<file path="config.mk">
export PLATFORM = sky130hd
export DESIGN_NAME = pwm_mode_top
export DESIGN_NICKNAME = d
export VERILOG_FILES = /design/src/common/pwm_pkg.sv /design/src/verilog/pwm_counter.sv /design/src/verilog/pwm_deadtime.sv /design/src/verilog/pwm_mode_top.sv
export VERILOG_INCLUDE_DIRS = /design/src /design/src/common
export SDC_FILE = /design/constraint.sdc
export NUM_CORES = 1
export LEC_CHECK = 0
export ABC_AREA = 1
export BUFFER_PORTS_ARGS = -buffer_cell sky130_fd_sc_hd__buf_2
export CAP_MARGIN = 15
export CORE_ASPECT_RATIO = 0.75
export CORE_UTILIZATION = 50
export DETAILED_ROUTE_END_ITERATION = 6
export PLACE_DENSITY = 0.68
export REMOVE_ABC_BUFFERS = 1
export SLEW_MARGIN = 10
export SYNTH_ARGS = -nofsm -noshare
export SYNTH_HDL_FRONTEND = slang
export SYNTH_SLANG_ARGS = --single-unit
</file>
<file path="constraint.sdc">
create_clock -name CORE_CLK -period 9 [get_ports CORE_CLK]
set_input_delay 0.45 -clock CORE_CLK [delete_from_list [all_inputs] [get_ports CORE_CLK]]
set_output_delay 0.45 -clock CORE_CLK [all_outputs]
set_load 0.01 [all_outputs]
</file>
<file path="src/common/pwm_defines.svh">
// Offsets, field positions, reset values and sizes of the PWM channel block.
// Assumes inclusion by bare name from the design files.
`ifndef PWM_DEFINES_SVH
`define PWM_DEFINES_SVH

`define NUM_CH 2
`define CNT_W 16
`define DT_W 8
`define MODE_W 9
`define CNT_ONE 16'h0001

`define OFS_MODE 5'h00
`define OFS_PERIOD 5'h04
`define OFS_UPDATE 5'h08
`define OFS_DEADTIME 5'h0C
`define OFS_ISR 8'h80
`define OFS_IMR 8'h84
`define OFS_ENA 8'h88
`define OFS_STAT 8'h8C

`define UPD_POL_BIT 16
`define DT_LOW_LSB 8
`define STAT_POL_LSB 8
`define STAT_OC_LSB 16

`define PERIOD_RST 16'h00FF
`define DUTY_RST 16'h0000
`define DT_RST 16'h0000

`endif

</file>
<file path="src/common/pwm_pkg.sv">
// Types shared by the PWM channel block.
// Assumes nothing of its surroundings.
package pwm_pkg;

  typedef struct packed {
    logic push_pull_enable;
    logic low_side_invert;
    logic high_side_invert;
    logic deadtime_enable;
    logic timer_trigger_select;
    logic disabled_level_invert;
    logic update_select;
    logic event_select;
    logic centre_align;
  } mode_t;

  typedef struct packed {
    logic end_evt;
    logic half_evt;
    logic compare_output;
  } cnt_evt_t;

  typedef enum logic {DIR_UP, DIR_DOWN} dir_t;

endpackage

</file>
<file path="src/verilog/pwm_counter.sv">
// Period counter and comparator of one PWM channel.
// Assumes period, duty and polarity from same-clock registers.
`timescale 1ns/1ps
`include "pwm_defines.svh"

module pwm_counter import pwm_pkg::*; (
  // Clock and reset
  input wire logic clk,
  input wire logic rst,
  // Settings
  input wire logic en,
  input wire logic centre,
  input wire logic [`CNT_W-1:0] period,
  input wire logic [`CNT_W-1:0] duty,
  input wire logic pol,
  // Events and comparator
  output cnt_evt_t evt
);

  logic [`CNT_W-1:0] cnt_r;
  dir_t dir_r;

  always_ff @(posedge clk or posedge rst) begin
    if (rst) begin
      cnt_r <= '0;
      dir_r <= DIR_UP;
    end else if (!en) begin
      cnt_r <= '0;
      dir_r <= DIR_UP;
    end else begin
      case (dir_r)
        DIR_UP: begin
          if (cnt_r >= period) begin
            // Centre mode turns round at the top instead of wrapping
            if (centre && cnt_r != '0) begin
              dir_r <= DIR_DOWN;
              cnt_r <= cnt_r - `CNT_ONE;
            end else begin
              cnt_r <= '0;
            end
          end else begin
            cnt_r <= cnt_r + `CNT_ONE;
          end
        end
        DIR_DOWN: begin
          if (cnt_r == '0) begin
            dir_r <= DIR_UP;
            cnt_r <= `CNT_ONE;
          end else begin
            cnt_r <= cnt_r - `CNT_ONE;
          end
        end
        default: dir_r <= DIR_UP;
      endcase
    end
  end

  assign evt.end_evt = en && (centre ? (dir_r == DIR_DOWN && cnt_r == '0) : (cnt_r >= period));
  assign evt.half_evt = en && centre && dir_r == DIR_UP && cnt_r >= period && cnt_r != '0;
  assign evt.compare_output = (cnt_r < duty) ? pol : !pol;

  left_wrap_a: assert property (@(posedge clk) disable iff (rst)
    (en && !centre && evt.end_evt) |=> (cnt_r == '0 || !en))
    else $error("left aligned period end did not wrap the counter");

endmodule

</file>
<file path="src/verilog/pwm_deadtime.sv">
// Dead-time generator of one PWM channel: delays the rising edge of each side.
// Assumes the comparator level comes from the same clock.
`timescale 1ns/1ps
`include "pwm_defines.svh"

module pwm_deadtime (
  // Clock and reset
  input wire logic clk,
  input wire logic rst,
  // Settings
  input wire logic en,
  input wire logic [`DT_W-1:0] dt_high,
  input wire logic [`DT_W-1:0] dt_low,
  // Comparator in, side outputs out
  input wire logic oc,
  output logic high,
  output logic low
);

  logic oc_d_r;
  logic [`DT_W-1:0] cnt_r;

  always_ff @(posedge clk or posedge rst) begin
    if (rst) begin
      oc_d_r <= 1'b0;
      cnt_r <= '0;
    end else begin
      oc_d_r <= oc;
      if (oc != oc_d_r) begin
        cnt_r <= oc ? dt_high : dt_low;
      end else if (cnt_r != '0) begin
        cnt_r <= cnt_r - 8'h01;
      end
    end
  end

  assign high = en ? (oc && oc_d_r && cnt_r == '0) : oc;
  assign low = en ? (!oc && !oc_d_r && cnt_r == '0) : !oc;

  no_overlap_a: assert property (@(posedge clk) disable iff (rst)
    en |-> !(high && low))
    else $error("both sides active while dead time is on");

endmodule

</file>
<file path="src/verilog/pwm_mode_top.sv">
// PWM channels with per-channel mode options behind an APB slave.
// Assumes a 200 MHz CORE_CLK, APB master on the same clock, outputs to switch drivers.
`timescale 1ns/1ps
`include "pwm_defines.svh"

// Functional notes
// - Left alignment: event only at period end; centre with select 1 adds half period.
// - Left alignment: buffered duty and polarity load at period end.
// - Centre alignment, update select 0: load at next full period end.
// - Centre alignment, update select 1: load at next half period end.
// - Disabled channel outputs polarity level, inverted when invert bit set.
// - Timer trigger is comparator output when select 0, counter event when 1.
// - Dead-time generator works only while enabled, bypassed otherwise.
// - High-side invert bit inverts the high-side output.
// - Low-side invert bit inverts the low-side output.
module pwm_mode_top import pwm_pkg::*; (
  // Clock and reset
  input wire logic CORE_CLK,
  input wire logic RESET,
  // APB slave
  input wire logic PSEL,
  input wire logic PENABLE,
  input wire logic PWRITE,
  input wire logic [7:0] PADDR,
  input wire logic [31:0] PWDATA,
  output logic [31:0] PRDATA,
  output logic PREADY,
  output logic PSLVERR,
  // Channel outputs
  output logic [`NUM_CH-1:0] PWM_HIGH,
  output logic [`NUM_CH-1:0] PWM_LOW,
  output logic [`NUM_CH-1:0] TRIG_OUT,
  // Interrupt
  output logic IRQ
);

  mode_t mode_r [`NUM_CH];
  logic [`CNT_W-1:0] period_r [`NUM_CH];
  logic [15:0] dt_r [`NUM_CH];
  logic [`CNT_W-1:0] buf_duty_r [`NUM_CH];
  logic [`CNT_W-1:0] act_duty_r [`NUM_CH];
  logic [`NUM_CH-1:0] buf_pol_r;
  logic [`NUM_CH-1:0] act_pol_r;
  logic [`NUM_CH-1:0] pend_r;
  logic [`NUM_CH-1:0] phase_r;
  logic [`NUM_CH-1:0] ena_r;
  logic [`NUM_CH-1:0] status_r;
  logic [`NUM_CH-1:0] status_nxt;
  logic [`NUM_CH-1:0] mask_r;
  logic [31:0] rd_nxt;
  logic [31:0] rd_r;
  logic irq_r;
  logic [`NUM_CH-1:0] hi_r;
  logic [`NUM_CH-1:0] lo_r;
  logic [`NUM_CH-1:0] trig_r;

  cnt_evt_t evt [`NUM_CH];
  logic [`NUM_CH-1:0] ch_evt;
  logic [`NUM_CH-1:0] upd_pt;
  logic [`NUM_CH-1:0] upd_wr;
  logic [`NUM_CH-1:0] oc;
  logic [`NUM_CH-1:0] dt_h;
  logic [`NUM_CH-1:0] dt_l;
  logic [`NUM_CH-1:0] hi_f;
  logic [`NUM_CH-1:0] lo_f;

  logic acc;
  logic wr;
  logic ok;

  function automatic logic addr_ok(input logic [7:0] a);
    if (a[7]) begin
      addr_ok = (a[6:4] == 3'h0) && (a[1:0] == 2'h0);
    end else begin
      addr_ok = (32'(a[6:5]) < `NUM_CH) && !a[4] && (a[1:0] == 2'h0);
    end
  endfunction

  function automatic logic hit(input logic [7:0] a, input int c, input logic [4:0] s);
    hit = !a[7] && (32'(a[6:5]) == c) && (a[4:0] == s);
  endfunction

  // Zero wait states; read data is captured in the setup cycle
  assign acc = PSEL && PENABLE;
  assign ok = addr_ok(PADDR);
  assign wr = acc && PWRITE && ok;
  assign PREADY = acc;
  assign PSLVERR = acc && !ok;
  assign PRDATA = rd_r;
  assign IRQ = irq_r;
  assign PWM_HIGH = hi_r;
  assign PWM_LOW = lo_r;
  assign TRIG_OUT = trig_r;

  always_comb begin
    rd_nxt = 32'h00000000;
    case (PADDR)
      `OFS_ISR: rd_nxt[`NUM_CH-1:0] = status_r;
      `OFS_IMR: rd_nxt[`NUM_CH-1:0] = mask_r;
      `OFS_ENA: rd_nxt[`NUM_CH-1:0] = ena_r;
      `OFS_STAT: begin
        rd_nxt[`NUM_CH-1:0] = pend_r;
        rd_nxt[`STAT_POL_LSB +: `NUM_CH] = act_pol_r;
        rd_nxt[`STAT_OC_LSB +: `NUM_CH] = oc;
      end
      default: begin
        for (int c = 0; c < `NUM_CH; c++) begin
          if (hit(PADDR, c, `OFS_MODE)) rd_nxt[`MODE_W-1:0] = mode_r[c];
          if (hit(PADDR, c, `OFS_PERIOD)) rd_nxt[`CNT_W-1:0] = period_r[c];
          if (hit(PADDR, c, `OFS_UPDATE)) begin
            rd_nxt[`CNT_W-1:0] = buf_duty_r[c];
            rd_nxt[`UPD_POL_BIT] = buf_pol_r[c];
          end
          if (hit(PADDR, c, `OFS_DEADTIME)) rd_nxt[15:0] = dt_r[c];
        end
      end
    endcase
  end

  always_ff @(posedge CORE_CLK or posedge RESET) begin
    if (RESET) begin
      rd_r <= 32'h00000000;
    end else if (PSEL && !PENABLE) begin
      rd_r <= rd_nxt;
    end
  end

  always_ff @(posedge CORE_CLK or posedge RESET) begin
    if (RESET) begin
      for (int c = 0; c < `NUM_CH; c++) begin
        mode_r[c] <= '0;
        period_r[c] <= `PERIOD_RST;
        dt_r[c] <= `DT_RST;
      end
    end else begin
      for (int c = 0; c < `NUM_CH; c++) begin
        if (wr && hit(PADDR, c, `OFS_MODE)) mode_r[c] <= mode_t'(PWDATA[`MODE_W-1:0]);
        if (wr && hit(PADDR, c, `OFS_PERIOD)) period_r[c] <= PWDATA[`CNT_W-1:0];
        if (wr && hit(PADDR, c, `OFS_DEADTIME)) dt_r[c] <= PWDATA[15:0];
      end
    end
  end

  always_ff @(posedge CORE_CLK or posedge RESET) begin
    if (RESET) begin
      ena_r <= '0;
      mask_r <= '0;
    end else begin
      if (wr && PADDR == `OFS_ENA) ena_r <= PWDATA[`NUM_CH-1:0];
      if (wr && PADDR == `OFS_IMR) mask_r <= PWDATA[`NUM_CH-1:0];
    end
  end

  // Buffered duty and polarity; a write in the load cycle waits for the next point
  always_ff @(posedge CORE_CLK or posedge RESET) begin
    if (RESET) begin
      pend_r <= '0;
      buf_pol_r <= '0;
      act_pol_r <= '0;
      for (int c = 0; c < `NUM_CH; c++) begin
        buf_duty_r[c] <= `DUTY_RST;
        act_duty_r[c] <= `DUTY_RST;
      end
    end else begin
      for (int c = 0; c < `NUM_CH; c++) begin
        if (upd_wr[c]) begin
          buf_duty_r[c] <= PWDATA[`CNT_W-1:0];
          buf_pol_r[c] <= PWDATA[`UPD_POL_BIT];
          pend_r[c] <= 1'b1;
        end else if (upd_pt[c] && pend_r[c]) begin
          act_duty_r[c] <= buf_duty_r[c];
          act_pol_r[c] <= buf_pol_r[c];
          pend_r[c] <= 1'b0;
        end
      end
    end
  end

  for (genvar c = 0; c < `NUM_CH; c++) begin : g_ch
    pwm_counter u_cnt (
      .clk(CORE_CLK),
      .rst(RESET),
      .en(ena_r[c]),
      .centre(mode_r[c].centre_align),
      .period(period_r[c]),
      .duty(act_duty_r[c]),
      .pol(act_pol_r[c]),
      .evt(evt[c])
    );

    assign upd_wr[c] = wr && hit(PADDR, c, `OFS_UPDATE);
    assign ch_evt[c] = evt[c].end_evt || (mode_r[c].event_select && evt[c].half_evt);
    assign upd_pt[c] = evt[c].end_evt || (mode_r[c].update_select && evt[c].half_evt);
    assign oc[c] = ena_r[c] ? evt[c].compare_output
                            : (act_pol_r[c] ^ mode_r[c].disabled_level_invert);

    pwm_deadtime u_dt (
      .clk(CORE_CLK),
      .rst(RESET),
      .en(mode_r[c].deadtime_enable),
      .dt_high(dt_r[c][`DT_W-1:0]),
      .dt_low(dt_r[c][`DT_LOW_LSB +: `DT_W]),
      .oc(oc[c]),
      .high(dt_h[c]),
      .low(dt_l[c])
    );

    assign hi_f[c] = mode_r[c].push_pull_enable ? (dt_h[c] && !phase_r[c]) : dt_h[c];
    assign lo_f[c] = mode_r[c].push_pull_enable ? (dt_h[c] && phase_r[c]) : dt_l[c];
  end

  always_ff @(posedge CORE_CLK or posedge RESET) begin
    if (RESET) begin
      phase_r <= '0;
    end else begin
      for (int c = 0; c < `NUM_CH; c++) begin
        if (!mode_r[c].push_pull_enable) phase_r[c] <= 1'b0;
        else if (evt[c].end_evt) phase_r[c] <= !phase_r[c];
      end
    end
  end

  // Outputs are registered so the switch drivers never see decode glitches
  always_ff @(posedge CORE_CLK or posedge RESET) begin
    if (RESET) begin
      hi_r <= '0;
      lo_r <= '0;
      trig_r <= '0;
    end else begin
      for (int c = 0; c < `NUM_CH; c++) begin
        hi_r[c] <= hi_f[c] ^ mode_r[c].high_side_invert;
        lo_r[c] <= lo_f[c] ^ mode_r[c].low_side_invert;
        trig_r[c] <= mode_r[c].timer_trigger_select ? ch_evt[c] : oc[c];
      end
    end
  end

  // Set wins over a write-one clear in the same cycle
  always_comb begin
    status_nxt = status_r;
    if (wr && PADDR == `OFS_ISR) status_nxt = status_r & ~PWDATA[`NUM_CH-1:0];
    status_nxt = status_nxt | ch_evt;
  end

  always_ff @(posedge CORE_CLK or posedge RESET) begin
    if (RESET) begin
      status_r <= '0;
      irq_r <= 1'b0;
    end else begin
      status_r <= status_nxt;
      irq_r <= |(status_nxt & mask_r);
    end
  end

  left_evt_a: assert property (@(posedge CORE_CLK) disable iff (RESET)
    (!mode_r[0].centre_align && ch_evt[0]) |-> evt[0].end_evt)
    else $error("left aligned event away from period end");

  half_evt_a: assert property (@(posedge CORE_CLK) disable iff (RESET)
    (mode_r[0].centre_align && mode_r[0].event_select && evt[0].half_evt) |=> status_r[0])
    else $error("half period event not flagged");

  left_upd_a: assert property (@(posedge CORE_CLK) disable iff (RESET)
    (!mode_r[0].centre_align && pend_r[0] && !upd_wr[0] && !evt[0].end_evt) |=> pend_r[0])
    else $error("left aligned update applied before period end");

  full_upd_a: assert property (@(posedge CORE_CLK) disable iff (RESET)
    (mode_r[0].centre_align && !mode_r[0].update_select && evt[0].half_evt && pend_r[0] && !upd_wr[0])
    |=> pend_r[0] && act_duty_r[0] == $past(act_duty_r[0]))
    else $error("full period update applied at half period");

  half_upd_a: assert property (@(posedge CORE_CLK) disable iff (RESET)
    (mode_r[0].centre_align && mode_r[0].update_select && evt[0].half_evt && pend_r[0] && !upd_wr[0])
    |=> !pend_r[0] && act_duty_r[0] == $past(buf_duty_r[0]) && act_pol_r[0] == $past(buf_pol_r[0]))
    else $error("half period update not applied");

  dis_level_a: assert property (@(posedge CORE_CLK) disable iff (RESET)
    (!ena_r[0] && mode_r[0] == 9'h000) |=> PWM_HIGH[0] == $past(act_pol_r[0]))
    else $error("disabled level does not follow polarity");

  dis_inv_a: assert property (@(posedge CORE_CLK) disable iff (RESET)
    (!ena_r[0] && mode_r[0] == 9'h008) |=> PWM_HIGH[0] == !$past(act_pol_r[0]))
    else $error("disabled level not inverted");

  trig_src_a: assert property (@(posedge CORE_CLK) disable iff (RESET)
    (mode_r[0].timer_trigger_select && ch_evt[0]) |=> TRIG_OUT[0] ##1 (TRIG_OUT[0] == $past(ch_evt[0])))
    else $error("trigger does not follow counter event");

  dt_bypass_a: assert property (@(posedge CORE_CLK) disable iff (RESET)
    (mode_r[0] == 9'h000) |=> (PWM_HIGH[0] == $past(oc[0]) && PWM_LOW[0] == !$past(oc[0])))
    else $error("bypassed dead time altered outputs");

  hs_inv_a: assert property (@(posedge CORE_CLK) disable iff (RESET)
    (mode_r[0].high_side_invert && !mode_r[0].push_pull_enable) |=> PWM_HIGH[0] == !$past(dt_h[0]))
    else $error("high side not inverted");

  ls_inv_a: assert property (@(posedge CORE_CLK) disable iff (RESET)
    (mode_r[0].low_side_invert && !mode_r[0].push_pull_enable) |=> PWM_LOW[0] == !$past(dt_l[0]))
    else $error("low side not inverted");

  pp_gate_a: assert property (@(posedge CORE_CLK) disable iff (RESET)
    (mode_r[0].push_pull_enable && !mode_r[0].high_side_invert && phase_r[0]) |=> !PWM_HIGH[0])
    else $error("push-pull high side active in low phase");

  ch_indep_a: assert property (@(posedge CORE_CLK) disable iff (RESET)
    (wr && hit(PADDR, 0, `OFS_MODE)) |=> $stable(mode_r[1]))
    else $error("channel 0 write changed channel 1 mode");

endmodule

</file>
==> metrics.md <==
| Metric | Value |
|---|---|
| Outcome | finished, final reports clean |
| Area grow syn2layout | 10.1% |
| Core Rows | between 50 and 60 |
| Max Clock Freq | around 290 MHz |
| Largest net degree at the start of global routing | 120 |
| Syn avg cell area | approximately 7.8 um2 |
| Clk sinks | ~240 |
| Clock Skew | roughly 16 ps |
| Drt drc | 0 |
| Final hold violation count | 0 |
| Die Area | around 0.028 mm2 |
| Post-CTS Resized | 0 |
| Switch Pwr | around 610 uW |
| Vias in the first global route | about 11,000 |
| Core area | between 0.02 and 0.03 mm2 |
| Tightest Pin Transition | around 1100 ps |
| Setup TNS | 0 ps |
| Reg power frac | 0.458 |
| CP endpoint kind | flop |
| Period utilization | 0.383 |
| Reg clk slew, reported paths | roughly 60 ps |
| CTS Buf Count | 25 |
| Post-DR wirelength/cell | around 18 um |
| Startpoint Class | flop |
| Logic pwr share | 0.079 |
| CP Data Required Time | about 9400 ps |
| Worst-Skew Late Latency | between 500 and 600 ps |
| RSZ-0062 raised after global routing | false |
| Starting Density | 0.510 |
| Cell count after synthesis | between 1,500 and 2,000 |
| Drt initial violations | between 1,000 and 1,500 |
| CTS tree | done |
| DRT Wirelength | ~38,000 um |
| Root Driver | clkbuf_16 |
| Leakage | around 7.4 nW |
| Nets | between 1,500 and 2,000 |
| Minimum clock period after layout | roughly 3400 ps |
| Chip width | ~190 um |
| Ant. Diodes | 0 |
| Share of cells above drive strength 1 | 0.0936 |
| Fin. max-slew vios | 0 |
| ANT nets after route | 0 |
| PnR Total Power | 2.48 mW |
| Post-Syn Area | between 0.01 and 0.015 mm2 |
| Port bufs | 56 |
| Max Fanout on Critical Path | 21 |
| PD cells | around 160 mW/mm2 |
| Die H | 146 um |
| Worst hold-check path type | primary input to asynchronous set/reset pin |
| CP Class | flop to flop |
| Sw Ratio | 0.245 |
| Clk pwr share | 0.463 |
| Number of max-cap violations | 0 |
| GRT overflow | 0 |
| Via-to-Cell Ratio | about 5.6 |
| EDFF count, synth | 0 |
| TritonRoute pass-1 iters | 5 |
| Async SR Flop Fraction | 1.00 |
| Global-route wire length before repair | around 62,000 um |
| YS warnings | 0 |
| Total global-route track usage | 0.278 |
| Top Ports | 86 |
| Register area share after synthesis | 0.432 |
| Gpl congestion | roughly 0.94 |
| Crit path DAT | slightly below 4000 ps |
| Initial antenna violation count | 0 |
| Synthesized flop and latch total | 237 |
| Clk buf depth | 3 |
| Post-CTS setup buffers | 0 |
| Detailed Place HPWL | 28,000 um |
| Final setup viols | 0 |
| Maximum vdd ir drop | 0.146 mV |
| H-tree Lvls | 1 |
| Primary FF master, synth | dfrtp_1 |
| Relative slew slack | 0.272 |
| Library cells used by synthesis | 46 |
| Int Pwr | between 1.5 and 2 mW |
| CTS Hold Bufs | 0 |
| Vias | around 12,000 |
-- power groups by stage --
stage / registers [mW] / clock network [mW] / logic, mW
after floorplan: 1.15 / 0 / 0.148
after global placement: 1.15 / 0 / 0.190
after detailed placement: 1.15 / 0 / 0.197
after CTS: 1.13 / 1.16 / 0.197
after global routing: 1.14 / 1.20 / 0.231
final: 1.13 / 1.15 / 0.196
-- critical path, cell delays in order, from the launching register on --
cell      delay, ps
dfstp_2         530
inv_1            60
ha_1            290
a21oi_1         130
o21ai_0         160
nand2_1          90
o211ai_1         80
nand2_1          70
nand3_1         640
o21ai_2         620
nand2_4         250
nand2_4         270
o21ai_0         130
-- metrics by stage --
stage	std cells	hold WS (ps)	worst slack [ps]	util	instance area [um2]
global route	2178	135	5270	0.561	15100
detailed placement	2132	459	5600	0.527	14200
finish	2178	81.6	5550	0.561	15100
floorplan	1719	433	2070	-	13500
global placement	2132	448	5670	0.527	14200
CTS	2178	125	5600	0.561	15100
-- cell usage after synthesis (11+ instances only) --
master | n | area [um2]
nand3_1 | 91 | 455
nor2_1 | 112 | 420
buf_2 | 14 | 70.1
a21oi_1 | 82 | 410
inv_2 | 17 | 63.8
nor3_1 | 17 | 85.1
dfstp_2 | 16 | 420
xor2_1 | 52 | 455
nand4_1 | 14 | 87.6
nand2_1 | 482 | 1810
dfrtp_1 | 221 | 5530
clkbuf_1 | 36 | 135
o21ai_0 | 189 | 946
inv_1 | 196 | 736
buf_4 | 16 | 120
o211ai_1 | 11 | 82.6
ha_1 | 70 | 876
o21ai_1 | 15 | 75.1
-- cell type report --
type                            instances  area, um2
Inverter                              215        815
Clock inverter                         12        173
Tap cell                              351        439
Multi-Input combinational cell       1267       6710
Clock buffer                           34        739
Sequential cell                       237       5950
Timing Repair Buffer                   62        325
Fill cell                            2461      11900
-- layout by cell type, fill, tap and decap left out, types with 9 or more instances in the layout --
cell and n:
nand2_1 482, dfrtp_1 221, inv_1 195, o21ai_0 189
nor2_1 112, nand3_1 91, a21oi_1 82, ha_1 70
buf_2 56, xor2_1 52, clkbuf_16 25, nor3_1 17
inv_2 17, dfstp_2 16, o21ai_1 15, nand4_1 14
conb_1 14, o211ai_1 11, o21a_1 10, o2111ai_1 10
xnor2_1 10, nor2_2 9, o221ai_1 9
-- flip-flops by register name, summed over array words and instances, names as in the netlist, 16 cells and up --
| signal | flops |
|---|---|
| PRDATA | 18 |
| act_duty_r | 32 |
| buf_duty_r | 32 |
| dt_r | 32 |
| g_ch.u_cnt.cnt_r | 32 |
| g_ch.u_dt.cnt_r | 16 |
| mode_r | 18 |
| period_r | 32 |
-- cells by family after synthesis --
logic type | Yosys count | share of synthesized area
AO/OA/AOI/OAI | 359 | 0.146
XOR/XNOR | 62 | 0.0395
AND/OR/NAND/NOR | 762 | 0.234
adder cells (fa/ha/maj) | 70 | 0.0636
buffers and inverters | 283 | 0.0839
other | 1 | 0.000272
flip-flops | 237 | 0.432
-- final timing paths --
path / from / to / slack (ps) / cells past startpoint
max in group asynchronous: RESET / buf_duty_r[19] / 6850 / 4
worst min register to register: phase_r[0] / phase_r[0] / 470 / 1
min in group CORE_CLK: PWDATA[4] / buf_duty_r[20] / 140 / 3
worst min-delay path: RESET / g_ch[1].u_dt.cnt_r[5] / 80 / 2
worst max-delay path: period_r[3] / act_duty_r[0] / 5550 / 12
worst max register to register: period_r[3] / act_duty_r[0] / 5550 / 12
-- routing by layer --
| layer | global-route usage | vias to the layer above | part of all wire |
|---|---|---|---|
| met5 | 0 | - | 0 |
| met4 | 0.0500 | 0 | 0.015 |
| met3 | 0.0433 | 45 | 0.086 |
| met2 | 0.381 | 484 | 0.40 |
| met1 | 0.457 | 5827 | 0.50 |
| li1 | - | 5840 | - |
(Power assumes the default switching activity.)
